--- src/inc/ipsc_params.svh ---
`ifndef IPSC_PARAMS_SVH
`define IPSC_PARAMS_SVH
// ==========================================================
// register byte offsets
`define IPSC_OFF_TMR45 12'h010
`define IPSC_OFF_RSVA 12'h014
`define IPSC_OFF_RSVB 12'h018
`define IPSC_OFF_CAP12 12'h01C
`define IPSC_OFF_CAP3 12'h020
`define IPSC_OFF_LOCK 12'h030
// ==========================================================
// field positions
`define IPSC_HI_LSB 8
`define IPSC_LO_LSB 0
`define IPSC_FLD_W 6
// ==========================================================
// reset values
`define IPSC_FLD_RST 6'h3F
`define IPSC_LOCK_RST 1'b0
`endif

--- src/inc/ipsc_pkg.sv ---
package ipsc_pkg;
   typedef enum logic [2:0] {
      IPSC_SEL_T4,
      IPSC_SEL_T5,
      IPSC_SEL_C1,
      IPSC_SEL_C2,
      IPSC_SEL_C3
   } ipsc_sel_t;
   typedef enum {
      IPSC_APB_IDLE,
      IPSC_APB_SETUP,
      IPSC_APB_ACCESS
   } ipsc_apb_st_t;
endpackage : ipsc_pkg

--- src/rtl/ipsc_field.sv ---
`timescale 1ns/1ps
`include "ipsc_params.svh"
// ==========================================================
// one 6-bit selector field, reset to all ones
module ipsc_field (
   input wire logic pclk,
   input wire logic presetn,
   input wire logic wr_en,
   input wire logic [5:0] wdata,
   output logic [5:0] value
);
   always_ff @(posedge pclk or negedge presetn) begin
      if (!presetn) begin
         value <= `IPSC_FLD_RST;
      end else if (wr_en) begin
         value <= wdata;
      end
   end
endmodule : ipsc_field

--- src/rtl/ipsc_pinmux.sv ---
`timescale 1ns/1ps
`include "ipsc_params.svh"
// ==========================================================
// one pin multiplexer; out-of-range selects idle level
module ipsc_pinmux #(
   parameter int NPINS = 48
) (
   input wire logic [NPINS-1:0] pins,
   input wire logic [5:0] sel,
   input wire logic idle_level,
   output logic out
);
   // refused at elaboration: code 63 must stay unmapped
   if (NPINS < 1 || NPINS > 63) begin : g_bad_npins
      $error("ipsc_pinmux: NPINS out of range");
   end
   always_comb begin
      if (int'(sel) < NPINS) begin
         out = pins[sel];
      end else begin
         out = idle_level;
      end
   end
endmodule : ipsc_pinmux

--- src/rtl/ipsc_top.sv ---
// Chosen here: the address map and the APB interface to the registers.
`timescale 1ns/1ps
`include "ipsc_params.svh"
// Behaviour
// - upper field of timer reg selects timer5 clock
// - lower field of timer reg selects timer4 clock
// - upper field of capture12 reg selects capture 2
// - lower field of capture12 reg selects capture 1
// - low field of capture3 reg selects capture 3
// - capture3 bits 15..6 read zero, ignored
// - bits above each field read zero
// - all fields and reserved selectors reset one
// - writes ignored while config lock set
module ipsc_top #(
   parameter int NPINS = 48,
   parameter bit IDLE_LEVEL = 1'b0
) (
   input wire logic pclk,
   input wire logic presetn,
   input wire logic psel,
   input wire logic penable,
   input wire logic pwrite,
   input wire logic [11:0] paddr,
   input wire logic [31:0] pwdata,
   output logic [31:0] prdata,
   output logic pready,
   output logic pslverr,
   input wire logic pin_config_lock,
   input wire logic [NPINS-1:0] remappable_io_pin,
   output logic timer4_clk_in,
   output logic timer5_clk_in,
   output logic capture_channel_1,
   output logic capture_channel_2,
   output logic capture_channel_3
);
   // refused at elaboration: the reset code must stay unmapped
   if (NPINS < 1 || NPINS > 63) begin : g_bad_npins
      $error("ipsc_top: NPINS must leave code 63 unmapped");
   end

   // ==========================================================
   // apb decode
   logic setup_ok;
   logic wr_acc;
   logic hit;
   logic [4:0] fld_we;
   logic [5:0] fld_wd [5];
   logic [5:0] fld_q [5];
   logic [5:0] rsva_hi_ff;
   logic [5:0] rsva_lo_ff;
   logic [5:0] rsvb_hi_ff;
   logic [5:0] rsvb_lo_ff;
   logic [31:0] nxt_rdata;
   logic wr_tmr;
   logic wr_cap12;
   logic wr_cap3;
   logic [29:0] fld_all;
   logic [23:0] rsv_all;

   assign setup_ok = psel && !penable;
   // write lands at the edge where the master samples ready,
   // so the stored value and the bus handshake never disagree
   assign wr_acc = psel && penable && pready && pwrite
      && !pin_config_lock;
   assign wr_tmr = wr_acc && paddr == `IPSC_OFF_TMR45;
   assign wr_cap12 = wr_acc && paddr == `IPSC_OFF_CAP12;
   assign wr_cap3 = wr_acc && paddr == `IPSC_OFF_CAP3;

   always_comb begin
      hit = 1'b1;
      unique case (paddr)
         `IPSC_OFF_TMR45, `IPSC_OFF_RSVA, `IPSC_OFF_RSVB,
         `IPSC_OFF_CAP12, `IPSC_OFF_CAP3, `IPSC_OFF_LOCK: hit = 1'b1;
         default: hit = 1'b0;
      endcase
   end

   // field write enables; bits 7:6 and 15:14 never stored
   always_comb begin
      fld_we = 5'h00;
      fld_we[ipsc_pkg::IPSC_SEL_T4] = wr_tmr;
      fld_we[ipsc_pkg::IPSC_SEL_T5] = wr_tmr;
      fld_we[ipsc_pkg::IPSC_SEL_C1] = wr_cap12;
      fld_we[ipsc_pkg::IPSC_SEL_C2] = wr_cap12;
      fld_we[ipsc_pkg::IPSC_SEL_C3] = wr_cap3;
      fld_wd[0] = pwdata[`IPSC_LO_LSB +: `IPSC_FLD_W];
      fld_wd[1] = pwdata[`IPSC_HI_LSB +: `IPSC_FLD_W];
      fld_wd[2] = pwdata[`IPSC_LO_LSB +: `IPSC_FLD_W];
      fld_wd[3] = pwdata[`IPSC_HI_LSB +: `IPSC_FLD_W];
      fld_wd[4] = pwdata[`IPSC_LO_LSB +: `IPSC_FLD_W];
   end

   // ==========================================================
   // selector fields and muxes
   logic [4:0] mux_o;
   logic [4:0] mux_ff;
   genvar gi;
   generate
      for (gi = 0; gi < 5; gi++) begin : g_sel
         ipsc_field u_fld (
            .pclk(pclk),
            .presetn(presetn),
            .wr_en(fld_we[gi]),
            .wdata(fld_wd[gi]),
            .value(fld_q[gi])
         );
         ipsc_pinmux #(.NPINS(NPINS)) u_mux (
            .pins(remappable_io_pin),
            .sel(fld_q[gi]),
            .idle_level(IDLE_LEVEL),
            .out(mux_o[gi])
         );
      end
   endgenerate

   // registered so every output comes from a flop
   always_ff @(posedge pclk or negedge presetn) begin
      if (!presetn) begin
         mux_ff <= {5{IDLE_LEVEL}};
      end else begin
         mux_ff <= mux_o;
      end
   end

   assign timer4_clk_in = mux_ff[0];
   assign timer5_clk_in = mux_ff[1];
   assign capture_channel_1 = mux_ff[2];
   assign capture_channel_2 = mux_ff[3];
   assign capture_channel_3 = mux_ff[4];

   // ==========================================================
   // reserved selectors: stored, reset to ones
   always_ff @(posedge pclk or negedge presetn) begin
      if (!presetn) begin
         rsva_hi_ff <= `IPSC_FLD_RST;
         rsva_lo_ff <= `IPSC_FLD_RST;
         rsvb_hi_ff <= `IPSC_FLD_RST;
         rsvb_lo_ff <= `IPSC_FLD_RST;
      end else if (wr_acc && paddr == `IPSC_OFF_RSVA) begin
         rsva_hi_ff <= pwdata[`IPSC_HI_LSB +: `IPSC_FLD_W];
         rsva_lo_ff <= pwdata[`IPSC_LO_LSB +: `IPSC_FLD_W];
      end else if (wr_acc && paddr == `IPSC_OFF_RSVB) begin
         rsvb_hi_ff <= pwdata[`IPSC_HI_LSB +: `IPSC_FLD_W];
         rsvb_lo_ff <= pwdata[`IPSC_LO_LSB +: `IPSC_FLD_W];
      end
   end

   // ==========================================================
   // read data
   always_comb begin
      nxt_rdata = 32'h0000_0000;
      unique case (paddr)
         `IPSC_OFF_TMR45: begin
            nxt_rdata = {18'h0, fld_q[1], 2'h0, fld_q[0]};
         end
         `IPSC_OFF_RSVA: nxt_rdata = {18'h0, rsva_hi_ff, 2'h0, rsva_lo_ff};
         `IPSC_OFF_RSVB: nxt_rdata = {18'h0, rsvb_hi_ff, 2'h0, rsvb_lo_ff};
         `IPSC_OFF_CAP12: nxt_rdata = {18'h0, fld_q[3], 2'h0, fld_q[2]};
         `IPSC_OFF_CAP3: nxt_rdata = {26'h0, fld_q[4]};
         `IPSC_OFF_LOCK: nxt_rdata = {31'h0, pin_config_lock};
         default: nxt_rdata = 32'h0000_0000;
      endcase
   end

   // no wait state: answer registered in setup, ready in the first access cycle
   always_ff @(posedge pclk or negedge presetn) begin
      if (!presetn) begin
         prdata <= 32'h0000_0000;
         pready <= 1'b0;
         pslverr <= 1'b0;
      end else begin
         pready <= setup_ok;
         pslverr <= setup_ok && !hit;
         prdata <= (setup_ok && !pwrite) ? nxt_rdata : 32'h0000_0000;
      end
   end

   // ==========================================================
   // checks
   assign fld_all = {fld_q[4], fld_q[3], fld_q[2], fld_q[1], fld_q[0]};
   assign rsv_all = {rsva_hi_ff, rsva_lo_ff, rsvb_hi_ff, rsvb_lo_ff};
endmodule : ipsc_top

--- config.mk ---
export PLATFORM = sky130hd
export DESIGN_NAME = ipsc_top
export DESIGN_NICKNAME = d
export VERILOG_FILES = /design/src/inc/ipsc_pkg.sv /design/src/rtl/ipsc_field.sv /design/src/rtl/ipsc_pinmux.sv /design/src/rtl/ipsc_top.sv
export VERILOG_INCLUDE_DIRS = /design/src /design/src/inc
export SDC_FILE = /design/constraint.sdc
export NUM_CORES = 1
export LEC_CHECK = 0
export ABC_CLOCK_PERIOD_IN_PS = 2200
export BUFFER_PORTS_ARGS = -buffer_cell sky130_fd_sc_hd__buf_2
export CORE_MARGIN = 3
export CORE_UTILIZATION = 39
export CTS_CLUSTER_SIZE = 24
export DETAILED_ROUTE_END_ITERATION = 6
export GPL_TIMING_DRIVEN = 1
export PLACE_DENSITY = 0.7
export SKIP_LAST_GASP = 1
export SLEW_MARGIN = 20
export SYNTH_ARGS = -nofsm -noshare
export SYNTH_HDL_FRONTEND = slang
export SYNTH_HIERARCHICAL = 1
export SYNTH_SLANG_ARGS = --single-unit
--- constraint.sdc ---
create_clock -name pclk -period 2.2 [get_ports pclk]
set_input_delay 0.44 -clock pclk [delete_from_list [all_inputs] [get_ports pclk]]
set_output_delay 0.44 -clock pclk [all_outputs]
set_load 0.02 [all_outputs]
==> results of run 1 <==
-- flip-flops by register name, indices dropped and copies added, names as in the netlist --
name / flops
pslverr: 1
pready: 1
rsva_hi_ff: 6
prdata: 12
rsvb_hi_ff: 6
g_sel.u_fld/value: 30
rsva_lo_ff: 6
rsvb_lo_ff: 6
mux_ff: 5
-- logic make-up (layout without fill, tap and decap cells) --
kind of cell           Yosys count  after routing  share of synthesized area, %
AOI/OAI and AO/OA               39             39                          5.57
buffers and inverters           55            148                          8.16
DFF                             73             73                          31.1
muxes                          208            208                          47.1
other                            1             25                        0.0616
and+or+nand+nor                 84             85                          8.01
-- what timing repair did --
action / CTS / global route
gates resized for setup: 0 / 2
buffers inserted: 0 / 0
pin swaps: 0 / 3
hold endpoints to repair: 0 / 0
endpoints found under the setup margin: 6 / 18
cloned: 0 / 1
-- worst max-delay path by stage --
stage	start	endpoint	cells after the start
3_5_place_dp	paddr[5]	rsvb_hi_ff[2]	5
4_1_cts	paddr[5]	rsvb_lo_ff[5]	5
3_3_place_gp	paddr[5]	rsvb_hi_ff[5]	5
5_1_grt	paddr[8]	rsva_lo_ff[0]	5
6_report	paddr[10]	rsva_lo_ff[0]	5
2_1_floorplan	paddr[5]	rsva_hi_ff[0]	5
-- worst reg2reg max path, cell delays in order, from the launching register on --
cell,delay (ns)
dfstp_2,0.72
mux4_1,0.61
nor2_1,0.12
o311ai_0,0.16
o2111a_1,0.31
-- final cells by class --
class | instances | area, um2 | area share (%)
multi-input combinational | 357 | 3830 | 53.9
sequential | 73 | 1890 | 26.6
timing repair buffer | 129 | 822 | 11.6
tap | 211 | 264 | 3.71
clock buffer | 13 | 250 | 3.52
clock inverter | 3 | 41.3 | 0.580
inverter | 3 | 11.3 | 0.158
-- placed cells by master (no fill, tap or decap), types with 2 or more instances in the layout --
cell type	netlist	routed
mux2i_1	113	113
buf_2	5	95
dfstp_2	54	54
mux2_4	50	50
buf_4	20	26
conb_1	1	25
nor2_1	24	24
mux4_1	20	20
dfrtp_1	19	19
mux4_2	16	16
o22ai_1	11	11
nor3b_1	10	10
nand2_1	10	10
mux2_2	9	9
clkbuf_16	0	9
buf_12	5	7
nand2b_1	6	6
and2_1	6	6
nor3_1	7	6
a22oi_1	5	5
a311o_1	5	5
o311ai_0	5	5
nand4b_1	5	5
a22oi_2	5	5
o2111a_1	5	5
inv_1	3	3
or3_4	2	3
clkbuf_1	3	3
or4b_4	1	2
or4_4	0	2
or3b_2	2	2
and3_1	2	2
nor4_1	3	2
-- per-stage QoR --
step           area (um2)  hold slack, ns  TNS (ns)
2_1_floorplan        6210           0.144     -5.91
4_1_cts              7100           0.145   -0.0325
5_1_grt              7120           0.145   -0.0495
3_5_place_dp         6810           0.497    -14.64
3_3_place_gp         6810           0.487    -13.18
6_report             7120           0.122   -0.0134
-- per-layer routing --
metal	GRT usage [%]	share of wire, %	vias up
li1	-	-	1992
met1	26.7	44	2245
met2	31.7	48	154
met3	4.11	6.0	18
met4	6.41	1.8	0
met5	0	0	-
-- power groups by stage --
stage	clock, uW	sequential, uW	combinational [uW]
floorplan	0	1390	204
global placement	0	1380	387
detailed placement	0	1380	400
CTS	1470	1360	401
global route	1540	1360	439
finish	1440	1360	404
==> flow_summary.toml, run 1 <==
[route]
ant_nets = 0
vias = 4409
drc = 0
dr.first_iter.drc_count = 299
dr.pass1.iters = 5
wl_per_cell_um = 21.2
routed_via_density = 5.59
wirelength_um = 16800

[pwr]
power_frac_comb_pct = 12.6
max-vdd-ir-drop_v = 0.000269
power_frac_clock_pct = 45.0
p_switching_uw = 775
swShare_pct = 24.2
p_seq_share_pct = 42.4
p_total_uw = 3210
power.internal_uw = 2430
leakage_uw = 0.00278
p_per_area_nw_per_um2 = 451

[critical_path]
r2r_slack_ns = 0.15
crit_family = "simple AND/OR/NAND/NOR gates"
crit_arrival_ns = 2.47
crit_buf_inv = 1
rr_startpoint = "g_sel[0].u_fld/value[1]"
critPathKind = "primary input to flop"
max_stage_delay_ns = 0.58
cp_slowest_cell = "or4b_4"
end_kind = "flop"
reg2reg_to = "mux_ff[0]"
critPathRequiredTime_ns = 2.46
path_cells = "buf_6 > or4_4 > or4b_4 > or3_4 > mux2_4"
cp-start-kind = "primary input"
worstPathMaxFanout = 12
r2r_cells = 4

[placed_design]
place.detailed.hpwl_um = 12500
gp_congestion = 0.864
dpl_worst_slack_ns = -0.358
portBuffers = 96
dp_cells = 772

[run_status]
run_status = "finished with violations"
violations = "setup timing"

[cts]
cts-root-buf = "clkbuf_16"
clock_sinks = 73
cts.reportedPaths.clkPinSlew_ns = 0.06
clock_latency_ns = 0.34
htreeDepth = 3
cts_tree = "built"
clock_path_buffers = 2
cts-hold-fix-buffers = 0
cts_buffers = 9

[timing]
fmax_ghz = 0.453
drv_slew = 0
fin_skew_ns = 0.0126
layout_setup_ws_ns = -0.00821
grt_setup_unrepaired = "true"
post-route-min-period_ns = 2.21
finalHoldViolCount = 0
finalSetupViolations = 3
fin_crit_sh_pct = 100

[cells_and_area]
final_util_pct = 46.6
syn2layout_area_growth_pct = 16.8
antenna_cells = 0
final_cells = 789
nNetsFinal = 671
post_route_cells_drive_above_1_share_pct = 49.7
num-fill-cells = 1364

[floorplanning]
ios = 137
dieArea_um2 = 17200
die_w_um = 131
die_h_um = 131
coreArea_um2 = 15300
start_util_pct = 39.9
row_count = 45

[logic_synthesis]
synth-warning-count = 6
ys.flop_type = "dfstp_2"
ys_top_cells_by_count = "mux2i_1 (113), dfstp_2 (54), mux2_4 (50)"
yosysTopAreaCell = "dfstp_2"
ys_ff_latch = 73
synth_edf_count = 0
synth_area_leaders = "dfstp_2 (23%), mux2i_1 (19%), mux2_4 (12%), mux4_1 (8.6%), dfrtp_1 (7.8%)"
ys_types = 41
async_flop_share_pct = 100
synth.top_cell.area_share_pct = 23.3
synth_seq_area_share_pct = 31.1
netlist_area_um2 = 6090
synthCells = 460
yosysMostFrequentCell = "mux2i_1"
avgSynthCellArea_um2 = 13.2

[grt]
grt_max_degree = 74
grt_pass1_vias = 4570
track_usage_pct = 19.7
gr-total-overflow = 0
antenna_found_initial = 0
grt_pass1_wl_um = 25700

[worst_hold_path]
hp-class = "primary input to async pin"

[job]
maxCapViolCount = 0
(Power assumes the default switching activity.)
==> run 2, diff against run 1 <==
--- a/config.mk
+++ b/config.mk
@@ -6,12 +6,13 @@
 export SDC_FILE = /design/constraint.sdc
 export NUM_CORES = 1
 export LEC_CHECK = 0
-export ABC_CLOCK_PERIOD_IN_PS = 2200
+export ABC_CLOCK_PERIOD_IN_PS = 2100
 export BUFFER_PORTS_ARGS = -buffer_cell sky130_fd_sc_hd__buf_2
 export CORE_MARGIN = 3
 export CORE_UTILIZATION = 39
 export CTS_CLUSTER_SIZE = 24
 export DETAILED_ROUTE_END_ITERATION = 6
+export GPL_ROUTABILITY_DRIVEN = 0
 export GPL_TIMING_DRIVEN = 1
 export PLACE_DENSITY = 0.7
 export SKIP_LAST_GASP = 1
==> constraint.sdc (replaced) <==
create_clock -name pclk -period 2.1 [get_ports pclk]
set_input_delay 0.42 -clock pclk [delete_from_list [all_inputs] [get_ports pclk]]
set_output_delay 0.42 -clock pclk [all_outputs]
set_load 0.02 [all_outputs]
==> run 2 against run 1 <==
- the run still ends with setup timing left
- clock skew is 0.0051 ns lower
- clock power up 14%
- hold slack worse by 0.073 ns
- via count is 2.2% higher
- design area up 1.8%
- worst setup slack lost 0.077 ns
- total power increased by 9.1%
- non-clock buffer count increased by 9
- global-route usage increased by 0.34 points
- core utilization increased by 0.82 points
- routed wire length is 3.1% higher
- combinational power is 8.4% higher
- largest power group unchanged
==> flow_summary.toml, run 2 (synthesis gave the netlist of run 1 again) <==
[grt]
grt_max_degree = 43
grt_pass1_vias = 4737
grt_pass1_wl_um = 26300
gr-total-overflow = 0
track_usage_pct = 20.1
antenna_found_initial = 0

[critical_path]
rr_startpoint = "g_sel[4].u_fld/value[3]"
r2r_slack_ns = 0.10
worstPathMaxFanout = 6
cp_slowest_cell = "or4b_4"
crit_family = "simple AND/OR/NAND/NOR gates"
crit_arrival_ns = 2.44
max_stage_delay_ns = 0.59
end_kind = "flop"
cp-start-kind = "primary input"
path_cells = "buf_6 > or4_4 > or4b_4 > or3_4 > mux2_4"
reg2reg_to = "mux_ff[4]"
critPathRequiredTime_ns = 2.36
critPathKind = "primary input to flop"
crit_buf_inv = 1
r2r_cells = 4

[floorplanning]
ios = 137
start_util_pct = 39.9
coreArea_um2 = 15300
row_count = 45
die_h_um = 131
dieArea_um2 = 17200
die_w_um = 131

[cells_and_area]
antenna_cells = 0
num-fill-cells = 1356
largest_register = "g_sel.u_fld/value"
layout_commonest_cell = "mux2i_1"
largest_registers = "g_sel.u_fld/value x30, prdata x12"
syn2layout_area_growth_pct = 18.9
post_route_cells_drive_above_1_share_pct = 51.0
design_area_um2 = 7240
final_cell_mix = "mux2i_1 (113), buf_2 (94), dfstp_2 (54)"
largest_register_ffs = 30
nNetsFinal = 681

[placed_design]
placed_cell_area_um2 = 6880
place.detailed.hpwl_um = 12900
portBuffers = 96

[cts]
clock_latency_ns = 0.33
cts.reportedPaths.clkPinSlew_ns = 0.06
cts_tree = "built"
cts_buffers = 9
cts-root-buf = "clkbuf_16"
htreeDepth = 3
clock_sinks = 73
clock_path_buffers = 2

[route]
drc = 0
routed_via_density = 5.64
wirelength_um = 17300
ant_nets = 0
dr.first_iter.drc_count = 319
wl_per_cell_um = 21.6
dr.pass1.iters = 4
vias = 4508

[run_status]
violations = "setup timing"
run_status = "finished with violations"

[timing]
fmax_ghz = 0.458
post-route-min-period_ns = 2.18
finalHoldViolCount = 0
finalSetupViolations = 41
grt_setup_unrepaired = "true"
layout_setup_ws_ns = -0.0849
fin_skew_ns = 0.00746
finalSetupTns_ns = -1.48
drv_slew = 0
fin_crit_sh_pct = 104

[pwr]
leakage_uw = 0.00283
p_per_area_nw_per_um2 = 483
max-vdd-ir-drop_v = 0.000314

[job]
maxCapViolCount = 0

[worst_hold_path]
hp-class = "primary input to async pin"
-- run 2: changes by cell type in the layout (fill, tap and decap cells not counted), sizes merged --
cell,before,now
clkinvlp,0,3
buf,129,138
bufinv,1,2
or3,4,5
clkbuf,13,9
-- run 2: per-layer routing --
metal | share of wire (%) | track usage (%)
met5 | 0 | 0
met4 | 2.9 | 8.71
met3 | 8.0 | 3.94
met2 | 48 | 31.2
met1 | 41 | 27.4
-- run 2: metrics by stage --
step	hold slack [ns]	total power [uW]	setup slack (ns)	utilization [%]	cells
detailed placement	0.404	1870	-0.420	45.1	780
floorplan	0.124	1670	-0.275	-	484
global placement	0.394	1860	-0.400	45.1	780
CTS	0.0458	3510	-0.0729	47.2	796
finish	0.0492	3500	-0.0849	47.5	799
global route	0.0779	3640	-0.0926	47.5	799
-- run 2: how the worst max path moves through the flow --
| stage | startpoint | end | slack [ns] | cells past startpoint |
|---|---|---|---|---|
| final | paddr[11] | rsva_hi_ff[0] | -0.08 | 5 |
| after CTS | paddr[5] | rsva_hi_ff[0] | -0.07 | 5 |
| after global routing | paddr[11] | rsvb_lo_ff[4] | -0.09 | 5 |
| after detailed placement | paddr[5] | rsvb_hi_ff[3] | -0.42 | 5 |
| after floorplan | paddr[5] | rsva_hi_ff[0] | -0.27 | 5 |
| after global placement | paddr[5] | rsvb_hi_ff[5] | -0.40 | 5 |
-- run 2: layout make-up --
type | instances | area [um2] | area share (%)
multi-input cells | 358 | 3840 | 53.1
flip-flops and latches | 73 | 1890 | 26.2
repair buffers | 138 | 908 | 12.5
well taps | 211 | 264 | 3.65
clock buffers | 9 | 225 | 3.11
clock inverters | 7 | 93.8 | 1.30
inverters | 3 | 11.3 | 0.156
-- run 2: what timing repair did --
item | 4_1_cts | 5_1_grt
endpoints found under the hold margin | 0 | 0
cloned | 0 | 2
hold buffers | 0 | 0
pin swaps | 0 | 6
buffers inserted | 0 | 1
gates resized for setup | 0 | 4
setup endpoints to repair | 24 | 29
-- run 2: report_power, final --
part / leakage, uW / switching [uW] / total [uW] / internal (uW)
sequential: 0.000808 / 3.24 / 1420 / 1420
clock: 0.000148 / 600 / 1640 / 1040
combinational: 0.00188 / 255 / 438 / 184
total: 0.00283 / 858 / 3500 / 2640
